`config.mk`:
```
export PLATFORM = sky130hd
export DESIGN_NAME = cdac_ctrl
export DESIGN_NICKNAME = d
export VERILOG_FILES = /design/src/core/cdac_pkg.sv /design/src/core/cdac_ctrl.sv
export VERILOG_INCLUDE_DIRS = /design/src /design/src/core
export SDC_FILE = /design/constraint.sdc
export NUM_CORES = 1
export LEC_CHECK = 0
export BUFFER_PORTS_ARGS = -buffer_cell sky130_fd_sc_hd__buf_2
export CORE_MARGIN = 5
export CORE_UTILIZATION = 42
export DETAILED_ROUTE_END_ITERATION = 12
export PLACE_DENSITY_LB_ADDON = 0.25
export SLEW_MARGIN = 20
export SYNTH_ARGS = -nofsm -noshare
export SYNTH_HDL_FRONTEND = slang
export SYNTH_SLANG_ARGS = --single-unit
```
`constraint.sdc`:
```
create_clock -name ref_clk_i -period 4.7 [get_ports ref_clk_i]
set_clock_uncertainty 0.1 [all_clocks]
set_input_delay 0.47 -clock ref_clk_i [delete_from_list [all_inputs] [get_ports ref_clk_i]]
set_output_delay 0.47 -clock ref_clk_i [all_outputs]
set_load 0.05 [all_outputs]
```
`src/core/cdac_cfg.svh`:
```
// Offsets, field positions, reset values and masks for the current DAC control
// Assumes inclusion by bare name from the design files of this block
`ifndef CDAC_CFG_SVH
`define CDAC_CFG_SVH
`define CDAC_ADDR_W       8
`define CDAC_OFS_CTRL     8'hb9
`define CDAC_OFS_DATA_HI  8'h97
`define CDAC_OFS_DATA_LO  8'h96
`define CDAC_CTRL_EN_BIT  7
`define CDAC_CTRL_SRC_HI  6
`define CDAC_CTRL_SRC_LO  4
`define CDAC_CTRL_FS_HI   1
`define CDAC_CTRL_FS_LO   0
`define CDAC_CTRL_RST     8'h72
`define CDAC_DATA_HI_RST  8'h00
`define CDAC_DATA_LO_RST  8'h00
`define CDAC_LO_MASK      8'hc0
`define CDAC_CTRL_MASK    8'hf3
`endif

```
`src/core/cdac_pkg.sv`:
```
// Types shared by the current DAC control block
// Assumes the _cfg header supplies all numeric constants
package cdac_pkg;
  typedef enum logic [2:0] {
    CDAC_SRC_T0    = 3'b000,
    CDAC_SRC_T1    = 3'b001,
    CDAC_SRC_T2    = 3'b010,
    CDAC_SRC_T3    = 3'b011,
    CDAC_SRC_RISE  = 3'b100,
    CDAC_SRC_FALL  = 3'b101,
    CDAC_SRC_ANY   = 3'b110,
    CDAC_SRC_WRITE = 3'b111
  } cdac_src_t;
  typedef enum logic [1:0] {
    CDAC_FS_0P5MA = 2'b00,
    CDAC_FS_1MA   = 2'b01,
    CDAC_FS_2MA   = 2'b10
  } cdac_fs_t;
endpackage

```
`src/core/cdac_ctrl.sv`:
```
// Digital control of a 10-bit current-output converter: registers, update
// scheduling, pin ownership, bias enable and full-scale selection.
// Assumes a single-cycle register port and timer overflow pulses on ref_clk_i.
//
// The placing of the registers and strobed register access were left to the implementer.
`timescale 1ns/1ps
`default_nettype none
`include "cdac_cfg.svh"
module cdac_ctrl #(
  parameter int CODE_W = 10
) (
  input  wire logic                    ref_clk_i,
  input  wire logic                    rst_n_i,
  input  wire logic [`CDAC_ADDR_W-1:0] reg_addr_i,
  input  wire logic [7:0]              reg_wdata_i,
  input  wire logic                    reg_wr_i,
  input  wire logic                    reg_rd_i,
  output logic      [7:0]              reg_rdata_o,
  input  wire logic [3:0]              timer_ovf_i,
  input  wire logic                    external_convert_strobe_i,
  output logic      [CODE_W-1:0]       dac_code_o,
  output logic      [1:0]              fullscale_select_field_o,
  output logic                         converter_enable_bit_o,
  output logic                         bias_enable_o,
  output logic                         pin_analog_connect_o,
  output logic                         pin_digital_off_o,
  output logic                         pin_pullup_off_o
);
  // Elaboration check: the byte mapping serves a 10-bit code only
  if (CODE_W != 10) begin : gen_bad_code_w
    $error("cdac_ctrl supports a 10-bit code only");
  end

  // Control and data registers
  logic [7:0]        ctrl_r, ctrl_nxt;
  logic [7:0]        data_hi_r, data_hi_nxt;
  logic [7:0]        data_lo_r, data_lo_nxt;
  logic [CODE_W-1:0] code_r, code_nxt;
  logic [7:0]        rdata_r, rdata_nxt;
  // Strobe synchroniser and edge history
  logic              strb_s1_r, strb_s2_r, strb_s3_r;
  logic              rise_w, fall_w, update_w;
  cdac_pkg::cdac_src_t src_w;

  // High data byte write, shared by update logic and its check
  function automatic logic hi_wr_hit(
    input logic                    wr,
    input logic [`CDAC_ADDR_W-1:0] addr
  );
    return wr && (addr == `CDAC_OFS_DATA_HI);
  endfunction

  // Edges come from the second and third flops, so the pin is never
  // read before it has passed two flip-flops
  assign src_w = cdac_pkg::cdac_src_t'(
    ctrl_r[`CDAC_CTRL_SRC_HI:`CDAC_CTRL_SRC_LO]);
  assign rise_w = strb_s2_r & ~strb_s3_r;
  assign fall_w = ~strb_s2_r & strb_s3_r;

  // Update event selection
  always_comb begin
    update_w = 1'b0;
    unique case (src_w)
      cdac_pkg::CDAC_SRC_T0:    update_w = timer_ovf_i[0];
      cdac_pkg::CDAC_SRC_T1:    update_w = timer_ovf_i[1];
      cdac_pkg::CDAC_SRC_T2:    update_w = timer_ovf_i[2];
      cdac_pkg::CDAC_SRC_T3:    update_w = timer_ovf_i[3];
      cdac_pkg::CDAC_SRC_RISE:  update_w = rise_w;
      cdac_pkg::CDAC_SRC_FALL:  update_w = fall_w;
      cdac_pkg::CDAC_SRC_ANY:   update_w = rise_w | fall_w;
      cdac_pkg::CDAC_SRC_WRITE: begin
        update_w = hi_wr_hit(reg_wr_i, reg_addr_i);
      end
    endcase
  end

  // Register writes, code latch and read mux
  always_comb begin
    ctrl_nxt    = ctrl_r;
    data_hi_nxt = data_hi_r;
    data_lo_nxt = data_lo_r;
    code_nxt    = code_r;
    rdata_nxt   = 8'h00;
    if (reg_wr_i) begin
      unique case (reg_addr_i)
        `CDAC_OFS_CTRL:    ctrl_nxt    = reg_wdata_i & `CDAC_CTRL_MASK;
        `CDAC_OFS_DATA_HI: data_hi_nxt = reg_wdata_i;
        `CDAC_OFS_DATA_LO: data_lo_nxt = reg_wdata_i & `CDAC_LO_MASK;
        default:           ctrl_nxt    = ctrl_r;
      endcase
    end
    if (update_w) begin
      code_nxt = {data_hi_nxt, data_lo_nxt[7:6]};
    end
    if (reg_rd_i) begin
      unique case (reg_addr_i)
        `CDAC_OFS_CTRL:    rdata_nxt = ctrl_r;
        `CDAC_OFS_DATA_HI: rdata_nxt = data_hi_r;
        `CDAC_OFS_DATA_LO: rdata_nxt = data_lo_r;
        default:           rdata_nxt = 8'h00;
      endcase
    end
  end

  always_ff @(posedge ref_clk_i or negedge rst_n_i) begin
    if (!rst_n_i) begin
      ctrl_r    <= `CDAC_CTRL_RST;
      data_hi_r <= `CDAC_DATA_HI_RST;
      data_lo_r <= `CDAC_DATA_LO_RST;
      code_r    <= '0;
      rdata_r   <= 8'h00;
      strb_s1_r <= 1'b0;
      strb_s2_r <= 1'b0;
      strb_s3_r <= 1'b0;
    end else begin
      ctrl_r    <= ctrl_nxt;
      data_hi_r <= data_hi_nxt;
      data_lo_r <= data_lo_nxt;
      code_r    <= code_nxt;
      rdata_r   <= rdata_nxt;
      strb_s1_r <= external_convert_strobe_i;
      strb_s2_r <= strb_s1_r;
      strb_s3_r <= strb_s2_r;
    end
  end

  // Converter outputs and pin ownership
  assign reg_rdata_o   = rdata_r;
  assign dac_code_o    = code_r;
  assign converter_enable_bit_o = ctrl_r[`CDAC_CTRL_EN_BIT];
  assign fullscale_select_field_o = ctrl_r[`CDAC_CTRL_FS_HI] ?
    cdac_pkg::CDAC_FS_2MA : ctrl_r[`CDAC_CTRL_FS_HI:`CDAC_CTRL_FS_LO];
  assign bias_enable_o        = ctrl_r[`CDAC_CTRL_EN_BIT];
  assign pin_analog_connect_o = ctrl_r[`CDAC_CTRL_EN_BIT];
  assign pin_digital_off_o    = ctrl_r[`CDAC_CTRL_EN_BIT];
  assign pin_pullup_off_o     = ctrl_r[`CDAC_CTRL_EN_BIT];
endmodule
`default_nettype wire

```
Word level (Yosys, flattened, before mapping)
Index checks and enable logic that the tools add are counted.
{"block": "word_totals", "reg_bits": 37, "word_cells": 34}
{"block": "op_classes", "n_eq_ne": 10, "bitwise": 5, "n_mux": 8, "n_reduce_logical": 3}
{"cell": "two-way mux 8 bit", "n": 5}
{"cell": "equality test 8 bit, second input constant", "n": 3}
{"cell": "one-hot mux 8 bit (3 select lines)", "n": 1}
{"cell": "equality test 3 bit, second input constant", "n": 4}
{"cell": "one-hot mux 1 bit (8 select lines)", "n": 1}
{"cell": "equality test 3 x 2 -> 1 bit, second input constant", "n": 2}
{"cell": "equality test 3 x 1 -> 1 bit, second input constant", "n": 1}
{"cell": "logical NOT 3 bit", "n": 1}
{"cell": "bitwise AND 1 bit", "n": 2}
{"cell": "two-way mux 2 bit", "n": 1}
{"cell": "inverter 1 bit", "n": 2}
{"cell": "AND reduction 2 bit", "n": 1}
{"cell": "logical AND 1 bit", "n": 1}
{"cell": "OR 1 bit", "n": 1}

Longest topological paths before layout
Gate-level depths: netlist (run 1).
{"block": "logic_depth", "depth_word": 4, "mapped_depth": 6, "mapped_depth_nobuf": 6}

Worst setup path after synthesis (run 1)
OpenSTA, ideal clock, no wires.
{"block": "synth_path", "path_kind": "reg-to-reg", "startpoint": "reg strb_s2_r", "endpoint": "reg code_r[0] (netlist: dac_code_o[0])", "period_less_slack_ns": 1.959, "stages_incl_launch_ff": 7, "setup_slack_ns": 2.741, "arrival_ns": 1.734, "cell_sequence": "dfrtp_1 > inv_1 > ha_1 > nand2b_1 > a32o_1 > o22ai_4 > mux2_4"}
{"block": "synth_between", "elab_chain_len": 4}
{"element": "start: declaration", "line": "cdac_ctrl.sv:41", "rtl": "logic strb_s1_r, strb_s2_r, strb_s3_r;"}
{"element": "start signal: assignment", "line": "cdac_ctrl.sv:122", "rtl": "strb_s2_r <= strb_s1_r;"}
{"element": "inverter 1 bit", "line": "cdac_ctrl.sv:58", "rtl": "assign fall_w = ~strb_s2_r & strb_s3_r;"}
{"element": "bitwise AND 1 bit", "line": "cdac_ctrl.sv:58"}
{"element": "OR 1 bit", "line": "cdac_ctrl.sv:70", "rtl": "cdac_pkg::CDAC_SRC_ANY: update_w = rise_w | fall_w;"}
{"element": "one-hot mux 1 bit (8 select lines) (*)", "line": "cdac_ctrl.sv:63", "rtl": "unique case (src_w)"}
{"element": "end signal: assignment", "line": "cdac_ctrl.sv:119", "rtl": "code_r <= code_nxt;"}
{"element": "end: declaration", "line": "cdac_ctrl.sv:38", "rtl": "logic [CODE_W-1:0] code_r, code_nxt;"}
Every way passes the cells marked *; elsewhere a longest branch is shown, timed or not.
A chain may end at the register's enable or synchronous reset.

Worst setup path in the final report (run 1)
{"block": "layout_path", "startpoint": "reg strb_s2_r", "endpoint": "reg code_r[7] (netlist: dac_code_o[7])"}
Same word-level chain as after synthesis.

==> results of run 1 <==
[metrics by stage]
step                      utilization, %  hold WS [ns]  instances
after floorplan                        -        0.0744        119
after global placement              49.1         0.233        210
after detailed placement            49.1         0.236        210
after CTS                           52.5         0.169        218
after global routing                52.5         0.169        218
final                               52.5         0.152        218
[critical path, cell delays in order (launching register included)]
cell and delay [ns]:
dfrtp_1 0.37, inv_1 0.05, ha_1 0.27, nand2b_1 0.14, a32o_1 0.26, o22ai_4 0.48, mux2_4 0.35
[kinds of logic (layout without fill, tap and decap cells)]
logic type | after synthesis | after routing | synth area share [%]
compound gates | 10 | 10 | 5.02
fa+ha+maj | 2 | 2 | 1.50
buf+inv | 10 | 59 | 3.89
flops | 37 | 37 | 55.7
mux | 30 | 30 | 22.2
simple gates | 30 | 30 | 11.6
[flip-flops by register name (all words and copies together), names as in the netlist]
register	flops
strb_s2_r	1
data_lo_r	2
data_hi_r	8
strb_s1_r	1
ctrl_r	6
strb_s3_r	1
dac_code_o	10
reg_rdata_o	8
[how the worst min path moves through the flow]
stage / endpoint / slack, ns / depth (start not counted)
after floorplan: ctrl_r[0] / 0.07 / 0
after global placement: strb_s2_r / 0.23 / 0
after detailed placement: strb_s2_r / 0.24 / 0
after CTS: dac_code_o[0] / 0.17 / 1
after global routing: strb_s1_r / 0.17 / 1
final: reg_rdata_o[6] / 0.15 / 1
[cell usage in the layout, fill, tap and decap left out, types with 3 or more instances in the layout]
| master | n |
|---|---|
| a22oi_1 | 4 |
| and3_1 | 4 |
| buf_2 | 49 |
| clkbuf_8 | 5 |
| dfrtp_1 | 33 |
| dfstp_2 | 4 |
| mux2_2 | 17 |
| mux2_4 | 10 |
| mux2i_1 | 3 |
| nand2_1 | 3 |
| nand2b_1 | 3 |
| nor2_1 | 9 |
[metal layers]
layer  wire [um]  share of wire [%]  vias up
met5           0                  0        -
met4          68                1.9        0
met3         260                7.4        7
met2        1760                 50       43
met1        1420                 41      555
li1            -                  -      511
[power groups by stage]
stage	Clock [mW]	Sequential [mW]	Combinational [mW]
2_1_floorplan	0	0.367	0.0488
3_3_place_gp	0	0.348	0.0965
3_5_place_dp	0	0.349	0.0987
4_1_cts	0.334	0.343	0.0988
5_1_grt	0.340	0.345	0.104
6_report	0.325	0.343	0.0976
[cell type report]
type,count,area share (%)
clock buffers,5,3.35
clock inverters,3,3.17
inverters,2,0.365
multi-input cells,72,32.8
flip-flops and latches,37,45.3
well taps,50,3.05
repair buffers,49,11.9
==> results.cfg, run 1 <==
[logic_synthesis]
synthTopCellsByCount = dfrtp_1 (33), mux2_2 (17), mux2_4 (10), nor2_1 (9), buf_4 (5)
synth_cell_types = 31
syn-num-nets = 146
yosysMostFrequentCell = dfrtp_1
synthCells = 119
synth_warnings = 0
synth_edf_count = 0
synth.top_cell.area_share_pct = 49.4
ys_ff_latch = 37
syn-cell-area_mm2 = 0.00167
synth_area_per_cell_um2 = 14.0
synth_top_cell_by_area = dfrtp_1
ys.flop_type = dfrtp_1
seq_area_frac_synth_pct = 55.7
yosys-top-cells-area = dfrtp_1 (49%), mux2_2 (11%), mux2_4 (9.0%), dfstp_2 (6.3%), buf_4 (2.2%)
synth-async-reset-ratio_pct = 100

[timing]
worstMarginPinSlew_ns = 0.788
tns_ns = 0
finalWorstSetupSlack_ns = 2.57
finalCriticalPeriod_ns = 2.13
setup_viol = 0
slew_violations = 0
fmax_mhz = 470
rsz0062_at_grt = false
hold_viol = 0
fin_crit_sh_pct = 45.3
relSlewSlack_pct = 47.4

[global_route]
gr-total-overflow = 0
grt_busiest_layer = met2
grt_first_pass_wirelength_mm = 5.73
grtUsageMet3_pct = 4.68
grt.total_usage_pct = 14.6
grt_pass1_vias = 1216
gr-usage-met1_pct = 17.7
antenna_found_initial = 0
grt_max_degree = 38
met2_usage_pct = 23.3

[clocking]
holdBufCountCts = 0
clockRootBuffer = clkbuf_8
clock-sinks = 37
insertion_delay_ns = 0.30
clk_pin_slew_ns = 0.08
cts_buffers = 5
clock_path_buffers = 2
cts_resized = 0
htree_levels = 2
cts_setup_buffers = 0
cts_tree = built

[status]
status = finished clean

[min_path]
min-delay-path-class = primary input to async pin

[power]
p_leak_nw = 1.10
switching_share_pct = 24.1
peakVddDrop_uv = 218
p_int_mw = 0.581
p_switching_mw = 0.185
combPwrFrac_pct = 12.7
powerDensity_mw_per_mm2 = 373
clkPwrFrac_pct = 42.4
p_total_mw = 0.765
sequentialPowerShare_pct = 44.8

[finish]
antennaDiodeCount = 0
multi_input_area_um2 = 674
fin_nets = 194
area_growth_pct = 23.0
post-route-cell-area_mm2 = 0.00205
seq_area_um2 = 931
drive_above_1_share_pct = 54.2
n_fill_cell = 342

[worst_setup_path]
crit_path_start_kind = flop
reg2reg_to = dac_code_o[7]
rrSetupSlack_ns = 2.57
worstPathMaxFanout = 10
endpoint = dac_code_o[7]
arrival_ns = 2.21
startpoint = strb_s2_r
rr_worst_depth = 6
path_class = flop to flop
cp.required_ns = 4.78
reg2reg_from = strb_s2_r
end_kind = flop

[placed_design]
gp_congestion = 0.809
numPortBuffers = 49
hpwl_mm = 2.65
place_ws_ns = 2.46
dpl-instance-area_mm2 = 0.00192

[die]
die_height_um = 73.1
die_area_mm2 = 0.00534
rows = 23
initial_core_util_pct = 42.7
core_area_mm2 = 0.00391
die_w_um = 73.1
ios = 50

[flow_run]
cap_violations = 0

[routing]
wl_per_cell_um = 16.1
firstDrtPassIters = 5
drtAntennaViolNets = 0
drt-initial-drc-count = 51
drt_wl_total_mm = 3.51
drcViolationCount = 0
via_count = 1116
via_per_inst = 5.12
Note: power is estimated with default switching activity, not from simulation.
==> run 2, diff against run 1 <==
Clock period 4.7 ns to 1.9 ns, I/O delays scaled along.
==> run 2 against run 1 <==
- the run now ends with setup timing left
- combinational power rose to 2.7 times the previous value
- flip-flop and latch count did not move
- sequential power rose by 150%
- worst setup slack got worse by 2.6 ns
- non-clock buffer count rose by 8
- count of clock-buffer cells in the layout did not move
- register-to-register slack got worse by 2.6 ns
- cell count rose by 3.7%
- clock power rose by 150%
- final area rose by 4.3%
- core utilization rose by 2.2 points
- wire length rose by 3.9%
- critical path type unchanged
- largest cell class unchanged
==> results.cfg, run 2 (synthesis gave the netlist of run 1 again) <==
[placed_design]
hpwl_mm = 2.64
gp_congestion = 0.783
numPortBuffers = 49
place_ws_ns = -0.0853

[worst_setup_path]
max_stage_delay_ns = 0.36
reg2reg_from = strb_s2_r
cp.required_ns = 1.98
rrSetupSlack_ns = -0.05
crit_path_cell_trace = inv_1 -> ha_1 -> nand2b_4 -> a32o_2 -> o22ai_4 -> buf_6 -> mux2_4
worstPathMaxFanout = 6
cp_slowest_cell = dfrtp_1
rr_worst_depth = 7
reg2reg_to = dac_code_o[7]
arrival_ns = 2.03
end_kind = flop
path_class = flop to flop
crit_path_start_kind = flop

[status]
status = complete, but fails checks
violations = setup timing

[clocking]
htree_levels = 2
cts_tree = built
clock-sinks = 37
clock_path_buffers = 2
cts_buffers = 5
clk_pin_slew_ns = 0.08
insertion_delay_ns = 0.29
clockRootBuffer = clkbuf_8

[global_route]
grt.total_usage_pct = 15.1
antenna_found_initial = 0
grt_max_degree = 38
gr-total-overflow = 0
grt_pass1_vias = 1251
grt_first_pass_wirelength_mm = 6.04

[timing]
hold_viol = 0
fin_crit_sh_pct = 103
tns_ns = -0.408
rsz0062_at_grt = true
relSlewSlack_pct = 46.4
timing.hold.ws_ns = 0.0447
finalCriticalPeriod_ns = 1.95
slew_violations = 0
setup_viol = 10
fmax_mhz = 512
finalWorstSetupSlack_ns = -0.0537
worstMarginPinSlew_ns = 0.804

[routing]
via_count = 1140
via_per_inst = 5.04
drtAntennaViolNets = 0
firstDrtPassIters = 4
drt-initial-drc-count = 38
drcViolationCount = 0
drt_wl_total_mm = 3.65
wl_per_cell_um = 16.1

[power]
powerDensity_mw_per_mm2 = 893
combPwrFrac_pct = 13.9
p_int_mw = 1.45
sequentialPowerShare_pct = 44.2
switching_share_pct = 24.1
clkPwrFrac_pct = 41.9
p_leak_nw = 1.16
p_switching_mw = 0.460
peakVddDrop_uv = 457

[die]
die_w_um = 73.1
core_area_mm2 = 0.00391
initial_core_util_pct = 42.7
ios = 50
rows = 23
die_height_um = 73.1
die_area_mm2 = 0.00534

[min_path]
min-delay-path-class = primary input to flop
holdPathEnd = ctrl_r[0]
min_from = reg_wdata_i[0]
holdPathStages = 2

[finish]
drive_above_1_share_pct = 56.8
postLayoutCoreUtil_pct = 54.7
antennaDiodeCount = 0
final_common_cell = buf_2
fin_nets = 202
layout_common_cells = buf_2 (49), dfrtp_1 (33), mux2_2 (17)
n_fill_cell = 355
largest_reg_flops = 10
area_growth_pct = 28.2

[flow_run]
cap_violations = 0
## run 2: worst max-delay path by stage
stage	startpoint	slack [ns]	cells after the start	endpoint
2_1_floorplan	strb_s2_r	-0.03	6	dac_code_o[0]
3_3_place_gp	strb_s2_r	-0.02	7	dac_code_o[4]
3_5_place_dp	strb_s2_r	-0.09	7	dac_code_o[7]
4_1_cts	strb_s2_r	-0.04	7	dac_code_o[7]
5_1_grt	strb_s2_r	-0.12	7	dac_code_o[3]
6_report	strb_s2_r	-0.05	7	dac_code_o[7]
## run 2: worst max-delay path, delay by kind of cell (launching register included)
kind / cells / cell delay, ns
AOI/OAI and AO/OA: 2 / 0.43
DFF: 1 / 0.36
muxes: 1 / 0.31
adders and majority gates: 1 / 0.28
buffers and inverters: 2 / 0.22
and+or+nand+nor: 1 / 0.14
## run 2: layer usage
metal  global-route usage, %  wire length (um)  up-vias
met1                    18.9              1570      567
met5                       0                 0        -
met2                    24.1              1770       36
met4                    5.74                70        0
li1                        -                 -      530
met3                    4.82               229        7
## run 2: stage by stage
step | area [um^2] | power (mW) | instances
floorplan | 1670 | 1.03 | 119
global placement | 1960 | 1.11 | 215
detailed placement | 1960 | 1.11 | 215
CTS | 2130 | 1.93 | 226
global route | 2140 | 1.99 | 226
finish | 2140 | 1.91 | 226
## run 2: layout make-up
type | instances | area (um^2) | share of cell area [%]
clock buffers | 5 | 68.8 | 3.21
multi-input cells | 72 | 689 | 32.2
flip-flops and latches | 37 | 931 | 43.5
inverters | 2 | 7.51 | 0.350
clock inverters | 3 | 65.1 | 3.04
repair buffers | 57 | 318 | 14.8
well taps | 50 | 62.6 | 2.92
## run 2: power by group through the flow
stage	sequential, mW	clock [mW]	combinational, mW
4_1_cts	0.846	0.816	0.265
2_1_floorplan	0.909	0	0.120
6_report	0.846	0.801	0.266
3_3_place_gp	0.860	0	0.248
5_1_grt	0.851	0.855	0.283
3_5_place_dp	0.861	0	0.254
## run 2: timing repair
item                                   4_1_cts  5_1_grt
gates resized for setup                      3        2
hold buffers                                 2        0
pin swaps                                    0        0
endpoints found under the hold margin       34        0
setup buffers                                1        0
setup endpoints to repair                   10       10
